File: src/tmr_pkg.sv
`default_nettype none
package tmr_pkg;
	// Register byte addresses (one aligned word each)
	localparam logic [7:0] T0_LOW_ADDR   = 8'h00;
	localparam logic [7:0] T0_HIGH_ADDR  = 8'h04;
	localparam logic [7:0] T0_CTRL_ADDR  = 8'h08;
	localparam logic [7:0] T1_LOW_ADDR   = 8'h10;
	localparam logic [7:0] T1_HIGH_ADDR  = 8'h14;
	localparam logic [7:0] T1_CTRL_ADDR  = 8'h18;
	localparam logic [7:0] T2_LOW_ADDR   = 8'h20;
	localparam logic [7:0] T2_HIGH_ADDR  = 8'h24;
	localparam logic [7:0] T2_CTRL_ADDR  = 8'h28;
	localparam logic [7:0] IRQ_FLAG_ADDR = 8'h30;
	localparam logic [7:0] TIMER_STRIDE  = 8'h10;
	// Control register fields
	localparam int MODE_HI_BIT = 7;
	localparam int MODE_LO_BIT = 6;
	localparam int RUN_BIT     = 4;
	localparam int EDGE_BIT    = 3;
	localparam logic [7:0] CTRL_RESET  = 8'h00;
	localparam logic [7:0] CTRL_MASK_EXT = 8'hD8;
	localparam logic [7:0] CTRL_MASK_INT = 8'hD0;
	localparam logic [15:0] COUNT_FULL = 16'hFFFF;
	localparam logic [15:0] PRELOAD_RESET = 16'h0000;
	// Mode field encodings
	typedef enum logic [1:0] {
		MODE_RSVD  = 2'b00,
		MODE_EVENT = 2'b01,
		MODE_TIMER = 2'b10,
		MODE_PULSE = 2'b11
	} mode_t;
	// Clock rates and prescale
	localparam int SYS_CLK_HZ  = 200000000;
	localparam int LF_CLK_HZ   = 32768;
	localparam int T0_PRESCALE = 4;
	localparam logic [1:0] AXI_OKAY   = 2'b00;
	localparam logic [1:0] AXI_SLVERR = 2'b10;
endpackage : tmr_pkg
`default_nettype wire

File: src/triple_timer_event_counter.sv
`default_nettype none
// Functional notes
// - Three 16-bit up counters; first two timer/event/pulse, third timer only.
// - Timer0 internal clock is sysclk/4; timer1 internal clock is 32768 Hz.
// - Timer2 counts only the system clock, never a pin.
// - Event mode counts one per selected pin transition.
// - Count preload to FFFF, overflow raises request, reloads, keeps counting.
// - Preload undefined at power-on; software writes it; zero gives longest period.
// - Preload write while stopped also loads the live counter.
// - Preload write while running takes effect at next overflow.
// - Low byte write goes to a holding buffer only.
// - High byte write loads high and transfers buffered low byte.
// - High byte read snapshots live low byte; low read returns snapshot.
// - Control bits 7:6 select the operating mode.
// - Control bit 4 is run control.
// - Control bit 3 selects active polarity for timers 0 and 1.
// - Mode 10 is timer mode, internal clock, request on each overflow.
// - Pin used as I/O: keep timer mode, pin ignored for counting.
// - Edge select 0 counts rising, 1 counts falling transitions.
// - Mode 11 pulse measure: internal clock, waits for first active edge.
// - Pulse end clears run bit; further pin activity ignored until rearmed.
module triple_timer_event_counter #(
	parameter int LF_DIV = tmr_pkg::SYS_CLK_HZ / tmr_pkg::LF_CLK_HZ
) (
	// Clock and reset
	input  wire logic        aclk,
	input  wire logic        aresetn,
	// AXI4-Lite write address
	input  wire logic [7:0]  s_axi_awaddr,
	input  wire logic        s_axi_awvalid,
	output logic             s_axi_awready,
	// AXI4-Lite write data
	input  wire logic [31:0] s_axi_wdata,
	input  wire logic [3:0]  s_axi_wstrb,
	input  wire logic        s_axi_wvalid,
	output logic             s_axi_wready,
	// AXI4-Lite write response
	output logic [1:0]       s_axi_bresp,
	output logic             s_axi_bvalid,
	input  wire logic        s_axi_bready,
	// AXI4-Lite read address
	input  wire logic [7:0]  s_axi_araddr,
	input  wire logic        s_axi_arvalid,
	output logic             s_axi_arready,
	// AXI4-Lite read data
	output logic [31:0]      s_axi_rdata,
	output logic [1:0]       s_axi_rresp,
	output logic             s_axi_rvalid,
	input  wire logic        s_axi_rready,
	// External timer pins
	input  wire logic        timer0_ext_input_pin,
	input  wire logic        timer1_ext_input_pin,
	// Per-timer overflow request flags
	output logic [2:0]       irq_req
);
	localparam int NT = 3;

	// Write channel capture
	logic        aw_held_r;
	logic [7:0]  aw_addr_r;
	logic        w_held_r;
	logic [31:0] w_data_r;
	logic [3:0]  w_strb_r;
	logic        bvalid_r;
	logic [1:0]  bresp_r;
	logic        rvalid_r;
	logic [31:0] rdata_r;
	logic [1:0]  rresp_r;

	logic        wr_go;
	logic        rd_go;
	logic [7:0]  wr_byte;

	assign s_axi_awready = !aw_held_r && !bvalid_r;
	assign s_axi_wready  = !w_held_r && !bvalid_r;
	assign s_axi_arready = !rvalid_r;
	assign s_axi_bvalid  = bvalid_r;
	assign s_axi_bresp   = bresp_r;
	assign s_axi_rvalid  = rvalid_r;
	assign s_axi_rdata   = rdata_r;
	assign s_axi_rresp   = rresp_r;

	assign wr_go   = aw_held_r && w_held_r && !bvalid_r;
	assign rd_go   = s_axi_arvalid && s_axi_arready;
	assign wr_byte = w_data_r[7:0];

	// Register select: timer index and kind (0 low, 1 high, 2 ctrl, 3 none)
	function automatic logic [3:0] decode(input logic [7:0] a);
		logic [1:0] t;
		logic [1:0] k;
		t = 2'd3;
		k = 2'd3;
		if (a[7:6] == 2'b00 && a[1:0] == 2'b00 && a[5:4] != 2'b11 && a[3:2] != 2'b11) begin
			t = a[5:4];
			k = a[3:2];
		end
		return {t, k};
	endfunction : decode

	logic [3:0] wr_dec;
	logic [3:0] rd_dec;
	assign wr_dec = decode(aw_addr_r);
	assign rd_dec = decode(s_axi_araddr);

	always_ff @(posedge aclk) begin
		if (!aresetn) begin
			aw_held_r <= 1'b0;
			aw_addr_r <= 8'h00;
		end else if (s_axi_awvalid && s_axi_awready) begin
			aw_held_r <= 1'b1;
			aw_addr_r <= s_axi_awaddr;
		end else if (wr_go) begin
			aw_held_r <= 1'b0;
		end
	end

	always_ff @(posedge aclk) begin
		if (!aresetn) begin
			w_held_r <= 1'b0;
			w_data_r <= 32'h0000_0000;
			w_strb_r <= 4'h0;
		end else if (s_axi_wvalid && s_axi_wready) begin
			w_held_r <= 1'b1;
			w_data_r <= s_axi_wdata;
			w_strb_r <= s_axi_wstrb;
		end else if (wr_go) begin
			w_held_r <= 1'b0;
		end
	end

	always_ff @(posedge aclk) begin
		if (!aresetn) begin
			bvalid_r <= 1'b0;
			bresp_r  <= tmp_okay();
		end else if (wr_go) begin
			bvalid_r <= 1'b1;
			bresp_r  <= (wr_dec[1:0] != 2'd3 || aw_addr_r == tmr_pkg::IRQ_FLAG_ADDR)
				? tmr_pkg::AXI_OKAY : tmr_pkg::AXI_SLVERR;
		end else if (s_axi_bready) begin
			bvalid_r <= 1'b0;
		end
	end

	function automatic logic [1:0] tmp_okay();
		return tmr_pkg::AXI_OKAY;
	endfunction : tmp_okay

	// Shared count ticks
	logic [1:0]  pre4_r;
	logic [15:0] lf_cnt_r;
	logic        tick_t0;
	logic        tick_lf;
	assign tick_t0 = (pre4_r == 2'(tmr_pkg::T0_PRESCALE - 1));
	assign tick_lf = (lf_cnt_r == 16'(LF_DIV - 1));

	always_ff @(posedge aclk) begin
		if (!aresetn) begin
			pre4_r <= 2'b00;
		end else begin
			pre4_r <= pre4_r + 2'b01;
		end
	end

	always_ff @(posedge aclk) begin
		if (!aresetn) begin
			lf_cnt_r <= 16'h0000;
		end else if (tick_lf) begin
			lf_cnt_r <= 16'h0000;
		end else begin
			lf_cnt_r <= lf_cnt_r + 16'h0001;
		end
	end

	// Per-timer state
	logic [7:0]  ctrl_r    [NT];
	logic [15:0] count_r   [NT];
	logic [15:0] preload_r [NT];
	logic [7:0]  wbuf_r    [NT];
	logic [7:0]  rbuf_r    [NT];
	logic [NT-1:0] pin_q_r;
	logic [NT-1:0] armed_r;
	logic [NT-1:0] flag_r;
	logic [NT-1:0] pins;
	logic [NT-1:0] int_tick;

	assign pins     = {1'b0, timer1_ext_input_pin, timer0_ext_input_pin};
	assign int_tick = {1'b1, tick_lf, tick_t0};
	assign irq_req  = flag_r;

	logic flag_clr_wr;
	assign flag_clr_wr = wr_go && aw_addr_r == tmr_pkg::IRQ_FLAG_ADDR && w_strb_r[0];

	for (genvar i = 0; i < NT; i++) begin : g_tmr
		logic        sel_w;
		logic        has_pin;
		logic        run;
		logic        edge_sel;
		logic [1:0]  mode;
		logic        rise;
		logic        fall;
		logic        act_edge;
		logic        end_edge;
		logic        inc;
		logic        ovf;
		logic        wr_low;
		logic        wr_high;
		logic        wr_ctrl;
		logic        pw_stop;
		logic [15:0] new_pre;

		assign has_pin  = (i < 2);
		assign sel_w    = wr_go && w_strb_r[0] && wr_dec[3:2] == 2'(i);
		assign wr_low   = sel_w && wr_dec[1:0] == 2'd0;
		assign wr_high  = sel_w && wr_dec[1:0] == 2'd1;
		assign wr_ctrl  = sel_w && wr_dec[1:0] == 2'd2;
		assign mode     = has_pin ? ctrl_r[i][tmr_pkg::MODE_HI_BIT:tmr_pkg::MODE_LO_BIT]
			: tmr_pkg::MODE_TIMER;
		assign run      = ctrl_r[i][tmr_pkg::RUN_BIT];
		assign edge_sel = has_pin && ctrl_r[i][tmr_pkg::EDGE_BIT];
		assign rise     = has_pin && pins[i] && !pin_q_r[i];
		assign fall     = has_pin && !pins[i] && pin_q_r[i];
		// Pin levels are taken as synchronous; the previous sample gives edges.
		// Pulse mode inverts the sense: select low starts on a falling edge and ends when the pin is high again
		assign act_edge = (edge_sel ^ (mode == tmr_pkg::MODE_PULSE)) ? fall : rise;
		assign end_edge = (edge_sel ^ (mode == tmr_pkg::MODE_PULSE)) ? rise : fall;

		// the pin only matters in event and pulse modes
		always_comb begin
			inc     = 1'b0;
			pw_stop = 1'b0;
			unique case (mode)
				tmr_pkg::MODE_EVENT: inc = run && act_edge;
				tmr_pkg::MODE_TIMER: inc = run && int_tick[i];
				tmr_pkg::MODE_PULSE: begin
					inc     = run && armed_r[i] && int_tick[i];
					pw_stop = run && armed_r[i] && end_edge;
				end
				tmr_pkg::MODE_RSVD: inc = 1'b0;
			endcase
		end

		assign ovf     = inc && count_r[i] == tmr_pkg::COUNT_FULL;
		assign new_pre = {wr_byte, wbuf_r[i]};

		always_ff @(posedge aclk) begin
			if (!aresetn) begin
				pin_q_r[i] <= 1'b0;
			end else begin
				pin_q_r[i] <= pins[i];
			end
		end

		always_ff @(posedge aclk) begin
			if (!aresetn) begin
				ctrl_r[i] <= tmr_pkg::CTRL_RESET;
			end else if (wr_ctrl) begin
				ctrl_r[i] <= wr_byte & (has_pin ? tmr_pkg::CTRL_MASK_EXT : tmr_pkg::CTRL_MASK_INT);
			end else if (pw_stop) begin
				ctrl_r[i][tmr_pkg::RUN_BIT] <= 1'b0;
			end
		end

		// Pulse mode arms on the first active edge after run is set
		always_ff @(posedge aclk) begin
			if (!aresetn) begin
				armed_r[i] <= 1'b0;
			end else if (!run || mode != tmr_pkg::MODE_PULSE || pw_stop) begin
				armed_r[i] <= 1'b0;
			end else if (act_edge) begin
				armed_r[i] <= 1'b1;
			end
		end

		always_ff @(posedge aclk) begin
			if (!aresetn) begin
				wbuf_r[i] <= 8'h00;
			end else if (wr_low) begin
				wbuf_r[i] <= wr_byte;
			end
		end

		// Reset value only gives simulation a defined start; software must load it
		always_ff @(posedge aclk) begin
			if (!aresetn) begin
				preload_r[i] <= tmr_pkg::PRELOAD_RESET;
			end else if (wr_high) begin
				preload_r[i] <= new_pre;
			end
		end

		always_ff @(posedge aclk) begin
			if (!aresetn) begin
				count_r[i] <= tmr_pkg::PRELOAD_RESET;
			end else if (wr_high && !run) begin
				count_r[i] <= new_pre;
			end else if (ovf) begin
				count_r[i] <= preload_r[i];
			end else if (inc) begin
				count_r[i] <= count_r[i] + 16'h0001;
			end
		end

		always_ff @(posedge aclk) begin
			if (!aresetn) begin
				rbuf_r[i] <= 8'h00;
			end else if (rd_go && rd_dec[3:2] == 2'(i) && rd_dec[1:0] == 2'd1) begin
				rbuf_r[i] <= count_r[i][7:0];
			end
		end

		// Set wins over a clear in the same cycle
		always_ff @(posedge aclk) begin
			if (!aresetn) begin
				flag_r[i] <= 1'b0;
			end else if (ovf) begin
				flag_r[i] <= 1'b1;
			end else if (flag_clr_wr && wr_byte[i]) begin
				flag_r[i] <= 1'b0;
			end
		end
	end

	// Read path
	logic [31:0] rd_val;
	always_comb begin
		rd_val = 32'h0000_0000;
		unique case (rd_dec[1:0])
			2'd0: rd_val = {24'h000000, rbuf_r[rd_dec[3:2]]};
			2'd1: rd_val = {24'h000000, count_r[rd_dec[3:2]][15:8]};
			2'd2: rd_val = {24'h000000, ctrl_r[rd_dec[3:2]]};
			2'd3: rd_val = (s_axi_araddr == tmr_pkg::IRQ_FLAG_ADDR) ? {29'h0, flag_r} : 32'h0000_0000;
		endcase
	end

	always_ff @(posedge aclk) begin
		if (!aresetn) begin
			rvalid_r <= 1'b0;
			rdata_r  <= 32'h0000_0000;
			rresp_r  <= tmr_pkg::AXI_OKAY;
		end else if (rd_go) begin
			rvalid_r <= 1'b1;
			rdata_r  <= rd_val;
			rresp_r  <= (rd_dec[1:0] != 2'd3 || s_axi_araddr == tmr_pkg::IRQ_FLAG_ADDR)
				? tmr_pkg::AXI_OKAY : tmr_pkg::AXI_SLVERR;
		end else if (s_axi_rready) begin
			rvalid_r <= 1'b0;
		end
	end
endmodule : triple_timer_event_counter
`default_nettype wire

File: config.mk
export PLATFORM = sky130hd
export DESIGN_NAME = triple_timer_event_counter
export DESIGN_NICKNAME = d
export VERILOG_FILES = /design/src/tmr_pkg.sv /design/src/triple_timer_event_counter.sv
export SDC_FILE = /design/constraint.sdc
export NUM_CORES = 1
export LEC_CHECK = 0
export ABC_AREA = 0
export BUFFER_PORTS_ARGS = -buffer_cell sky130_fd_sc_hd__buf_2
export CORE_MARGIN = 5
export CORE_UTILIZATION = 55
export CTS_BUF_LIST = sky130_fd_sc_hd__clkbuf_8
export CTS_CLUSTER_DIAMETER = 50
export DETAILED_ROUTE_END_ITERATION = 10
export PLACE_DENSITY = 0.75
export SKIP_LAST_GASP = 1
export SLEW_MARGIN = 20
export SYNTH_ARGS = -nofsm -noshare
export SYNTH_HDL_FRONTEND = slang
export SYNTH_SLANG_ARGS = --single-unit
File: constraint.sdc
create_clock -name aclk -period 5.9 [get_ports aclk]
set_input_delay 0.59 -clock aclk [delete_from_list [all_inputs] [get_ports aclk]]
set_output_delay 0.59 -clock aclk [all_outputs]
set_load 0.005 [all_outputs]
# [After elaboration in Yosys (flattened, before gate mapping)]
# Memory sizes are Yosys's and may differ from the RTL's.
# Cells that the tools add are included.
[totals] output_inout_bits=44 in_bits=61 wordCells=312 ram_bits=156 mem_count=5 ff_bits=82
[memory_table] name="count_r" words=3 word_bits=16 read_ports=4 rd_ports_with_merged_regs=0 wr=3 line_no="triple_timer_event_counter.sv:176" source="logic [15:0] count_r [NT];"
[memory_table] name="preload_r" words=3 word_bits=16 read_ports=3 rd_ports_with_merged_regs=0 wr=3 line_no="triple_timer_event_counter.sv:177" source="logic [15:0] preload_r [NT];"
[memory_table] name="rbuf_r" words=3 word_bits=8 read_ports=1 rd_ports_with_merged_regs=0 wr=3 line_no="triple_timer_event_counter.sv:179" source="logic [7:0] rbuf_r [NT];"
[memory_table] name="wbuf_r" words=3 word_bits=8 read_ports=3 rd_ports_with_merged_regs=0 wr=3 line_no="triple_timer_event_counter.sv:178" source="logic [7:0] wbuf_r [NT];"
[memory_table] name="ctrl_r" words=3 word_bits=4 read_ports=4 rd_ports_with_merged_regs=0 wr=3 line_no="triple_timer_event_counter.sv:175" source="logic [7:0] ctrl_r [NT];"
[classes] eq_ne=30 mux=133 n_bitwise=26 reduce_logical=94 add_sub_neg=5
[ops] operator="two-way mux 16 bit" count=12
[ops] operator="case mux 32 bit (4 select lines)" count=1
[ops] operator="two-way mux 1 bit" count=102
[ops] operator="adder 16 x 1 -> 16 bit (second input constant)" count=4
[ops] operator="logical AND 1 bit" count=57
[ops] operator="== test 16 bit (second input constant)" count=3
[ops] operator="two-way mux 8 bit" count=6
[ops] operator="bitwise OR 1 bit" count=23
[ops] operator="== test 2 bit (second input constant)" count=10
[ops] operator="zero test 2 bit" count=10
[ops] operator="== test 16 x 13 -> 1 bit (second input constant)" count=1
[ops] operator="== test 8 x 6 -> 1 bit (second input constant)" count=2
[ops] operator="!= test 2 bit (second input constant)" count=8
[ops] operator="nonzero test 2 bit" count=7
[ops] operator="== test 2 x 1 -> 1 bit (second input constant)" count=6
[ops] operator="two-way mux 2 bit" count=6
[ops] operator="two-way mux 4 bit" count=3
[ops] operator="zero test 1 bit" count=11
[ops] operator="case mux 1 bit (4 select lines)" count=2
[ops] operator="logical OR 1 bit" count=6
[ops] operator="OR reduction 2 bit" count=3
[ops] operator="two-way mux 3 bit" count=1
[ops] operator="adder 2 x 1 -> 2 bit (second input constant)" count=1
[ops] operator="bitwise XOR 1 bit" count=2
[ops] operator="NOT 1 bit" count=1

# [Logic depth before layout (Yosys ltp)]
[logic_depth] depth_word=15 depth_mapped=10 ltp_nobuf=7

# [Worst setup path after synthesis]
# Ideal clock, no wire load.
[synth_path] kind="register -> register" start="register aw_addr_r[6]" end="memory count_r[2][0], enable pin" required_ns=5.565 t_arrival_ns=2.823 path_buffers=0 setup_time_ns=0.335 stages_incl_launch_ff=6 synth_period_minus_slack_ns=3.157 slack_ns=2.743 cell_sequence="dfxtp_1 -> or4_1 -> a21oi_1 -> nand2_1 -> o21ai_0 -> or2_2"
[synth_rtl] item="start: declaration" line_no="triple_timer_event_counter.sv:60" source="logic [7:0] aw_addr_r;"
[synth_rtl] item="start signal: assignment" line_no="triple_timer_event_counter.sv:111" source="aw_addr_r <= s_axi_awaddr;"
[synth_rtl] item="end: declaration" line_no="triple_timer_event_counter.sv:176"

==> qor.txt <==
top cell type's share of synthesized area -> 0.4323
area delta synth->final -> 8.797%
GP Congestion -> 0.9122
drt drc -> 0
Worst Clk Skew -> 0.02566 ns
busiest grt layer -> met2
Cells after Synth -> 1,032
pin slew with the least headroom to its limit -> 0.8546 ns
first-pass GRT wire length -> 38,700 um
Slew Viols, Final -> 0
Post-synth EDFFs -> 155
RSZ-0062 raised after global routing -> no
CTS root buf -> clkbuf_8
Synth Cell Area -> 10,770 um2
worst min path class -> input port to flop
GRT Util Overall -> 0.2180
CP required -> 6.25 ns
final-stage net count -> 1,135
post-synthesis register bit count -> 211
Die X -> 149.9 um
CTS resizes -> 0
Fmax -> 371.5 MHz
Cell Chain, Critical Path -> ha_1, nand3_1, nor2_1, nand3_1, and2_1, a22oi_1
Global Route met2 Usage -> 0.3528
CP Launch Type -> flop
Initial Utilization -> 0.5550
Vert. Die Dim -> 149.9 um
DR pass1 iterations -> 7
crit path DAT -> 3.05 ns
Critical Setup Path Class -> flop to flop
Iter 0 DRT Violations -> 796
period utilisation layout -> 0.4562
VDD IR max -> 0.0001418 V
Clock H-tree levels -> 2
Post-Synth XOR/XNOR Area -> 0.04067
Mean Syn Cell Area -> 10.43 um2
fraction of synthesized area in multiplexers -> 0.01976
final wirelength -> 23,960 um
initial antenna violation count -> 0
ys flop type -> edfxtp_1
YS warnings -> 0
WL/cell -> 17.71 um
DIE AREA -> 22,470 um2
CTS Hold Bufs -> 0
clock tree sinks -> 211
Synth async-reset ratio -> 0
clk buf depth -> 3
crit path time final -> 2.692 ns
cell taking the most area after synthesis -> edfxtp_1
vias -> 7,737
Core Footprint -> 19,400 um2
largest family of logic cells by synthesized area -> simple AND/OR/NAND/NOR gates
post-route antenna net violation count -> 0
Vias/cell -> 5.718
Port Buffers -> 51
Leak Pwr -> 4.292 nW
I/O pins -> 105
CP max-delay cell -> and2_1
Yosys cell types -> 71
Seq/Total Area, Yosys -> 0.5364
max cap viols -> 0
met3 usage -> 0.04270
Synth Area in Simple Gates -> 0.2230
Power Density -> 268.1 nW/um2
layout cells sized above 1 -> 0.1204
top cells by area, synth -> edfxtp_1 (43%), dfxtp_1 (10%), and2_1 (6.6%), nand2_1 (4.6%), xor2_1 (2.3%)
GR Overflow Total -> 0
CTS tree -> yes
outcome -> complete, no violations
Skew-Pair Late Insertion Delay -> 0.53 ns
Final Hold Viols -> 0
FILL cells -> 1,647
Synth Area in Adders -> 0.006973
final count of negative-setup-slack endpoints -> 0
critical path's largest stage delay -> 0.57 ns
crit path capture type -> flop
largest net degree at the start of global routing -> 34
vias in the first global route -> 7,417
CTS clk-pin slew, worst paths -> 0.06 ns
cell mode on critical path -> nand3_1
# diodes -> 0
total CTS buffers -> 36
Post-DP HPWL -> 16,510 um
worst relative slew slack -> 0.4271
postcts setup bufs -> 0
crit-path max FO -> 18
# rows -> 51
GR Layer Usage met1 -> 0.2974
setup TNS -> 0 ns
compound-gate portion of the synthesized area -> 0.1245
Total Power -> 3.140 mW
==> cells by family after synthesis <==
group	count (synthesis)
xor+xnor	50
fa+ha+maj	6
mux	21
simple gates	442
flops	211
other cells	1
compound gates	200
buf+inv	101
==> sequential cells by signal (all words and copies together), names as in the netlist <==
register,flops
s_axi_rresp,1
irq_req,3
wbuf_r,24
w_strb_r,1
aw_addr_r,8
s_axi_rvalid,1
s_axi_bresp,1
armed_r,2
ctrl_r,11
w_held_r,1
pre4_r,2
s_axi_bvalid,1
preload_r,48
lf_cnt_r,16
count_r,48
s_axi_rdata,8
w_data_r,8
aw_held_r,1
rbuf_r,24
pin_q_r,2
==> per-layer routing <==
metal  wire length [um]  up-vias
met5                  0        -
met4                552        0
met3               1805       38
met2              11250      316
met1              10350     3646
li1                   -     3737
==> cell usage after synthesis (5+ instances only) <==
cell type	n
xor2_1	28
o21ai_0	45
nor2_1	60
a22oi_1	27
xnor2_1	22
o211ai_1	9
o22ai_1	5
mux2i_1	19
clkbuf_1	41
a21boi_0	19
nor2b_1	10
o21ai_1	12
buf_4	28
a31oi_1	7
nand3_1	30
a22oi_2	10
nand2b_1	5
nand2_1	131
a21oi_1	35
edfxtp_1	155
and4_1	10
nor3b_1	5
and2_1	114
a211oi_1	6
nand4_1	25
dfxtp_1	56
nor3_1	7
inv_1	15
and3_1	8
buf_2	14
ha_1	6
==> layout make-up <==
| cell class | count | area [um2] | area share |
|---|---|---|---|
| multi-input cells | 745 | 4581 | 0.3910 |
| flip-flops and latches | 211 | 5776 | 0.4931 |
| clock buffers | 38 | 523.0 | 0.04465 |
| clock inverters | 20 | 131.4 | 0.01122 |
| repair buffers | 59 | 315.3 | 0.02692 |
| inverters | 15 | 56.30 | 0.004807 |
| well taps | 265 | 331.6 | 0.02831 |
==> cells in the final DEF, fill, tap and decap left out, types with 17 or more instances in the layout <==
| cell | instances |
|---|---|
| a21oi_1 | 34 |
| nand3_1 | 30 |
| clkbuf_8 | 38 |
| nand2_1 | 131 |
| xnor2_1 | 22 |
| nor2_1 | 60 |
| o21ai_0 | 40 |
| and2_1 | 114 |
| conb_1 | 26 |
| xor2_1 | 28 |
| nand4_1 | 25 |
| edfxtp_1 | 155 |
| inv_1 | 24 |
| buf_2 | 51 |
| o21ai_1 | 17 |
| a21boi_0 | 19 |
| mux2i_1 | 19 |
| a22oi_1 | 27 |
| dfxtp_1 | 56 |
==> through the flow <==
step,hold WS [ns],cell area [um2],utilization,setup WS (ns),instances
floorplan,0.3984,10860,-,2.743,1057
global placement,0.4084,11050,0.5695,2.706,1295
detailed placement,0.4197,11050,0.5695,2.564,1295
CTS,0.3106,11700,0.6032,3.108,1353
global route,0.3177,11710,0.6038,3.040,1353
finish,0.3216,11710,0.6038,3.208,1353
==> final timing paths <==
path / from / end / slack [ns] / cells after the start
setup / recovery: count_r[1][0] / count_r[1][1] / 3.21 / 6
hold / removal: s_axi_arvalid / s_axi_rvalid / 0.32 / 2
setup reg to reg: count_r[1][0] / count_r[1][1] / 3.21 / 6
hold reg to reg: pre4_r[0] / pre4_r[0] / 0.43 / 1
==> report_power, final <==
group / leakage [nW] / total [mW] / switching (mW) / internal [mW]
combinational: 1.86 / 0.186 / 0.119 / 0.0679
clock: 0.371 / 1.24 / 0.562 / 0.676
sequential: 2.07 / 1.72 / 0.0669 / 1.65
==> critical path, delay by kind of cell (launching register included) <==
kind / cells / cell delay, ns
adders and majority gates: 1 / 0.26
DFF: 1 / 0.44
and+or+nand+nor: 4 / 1.54
AOI/OAI and AO/OA: 1 / 0.28
(Power assumes the default switching activity.)
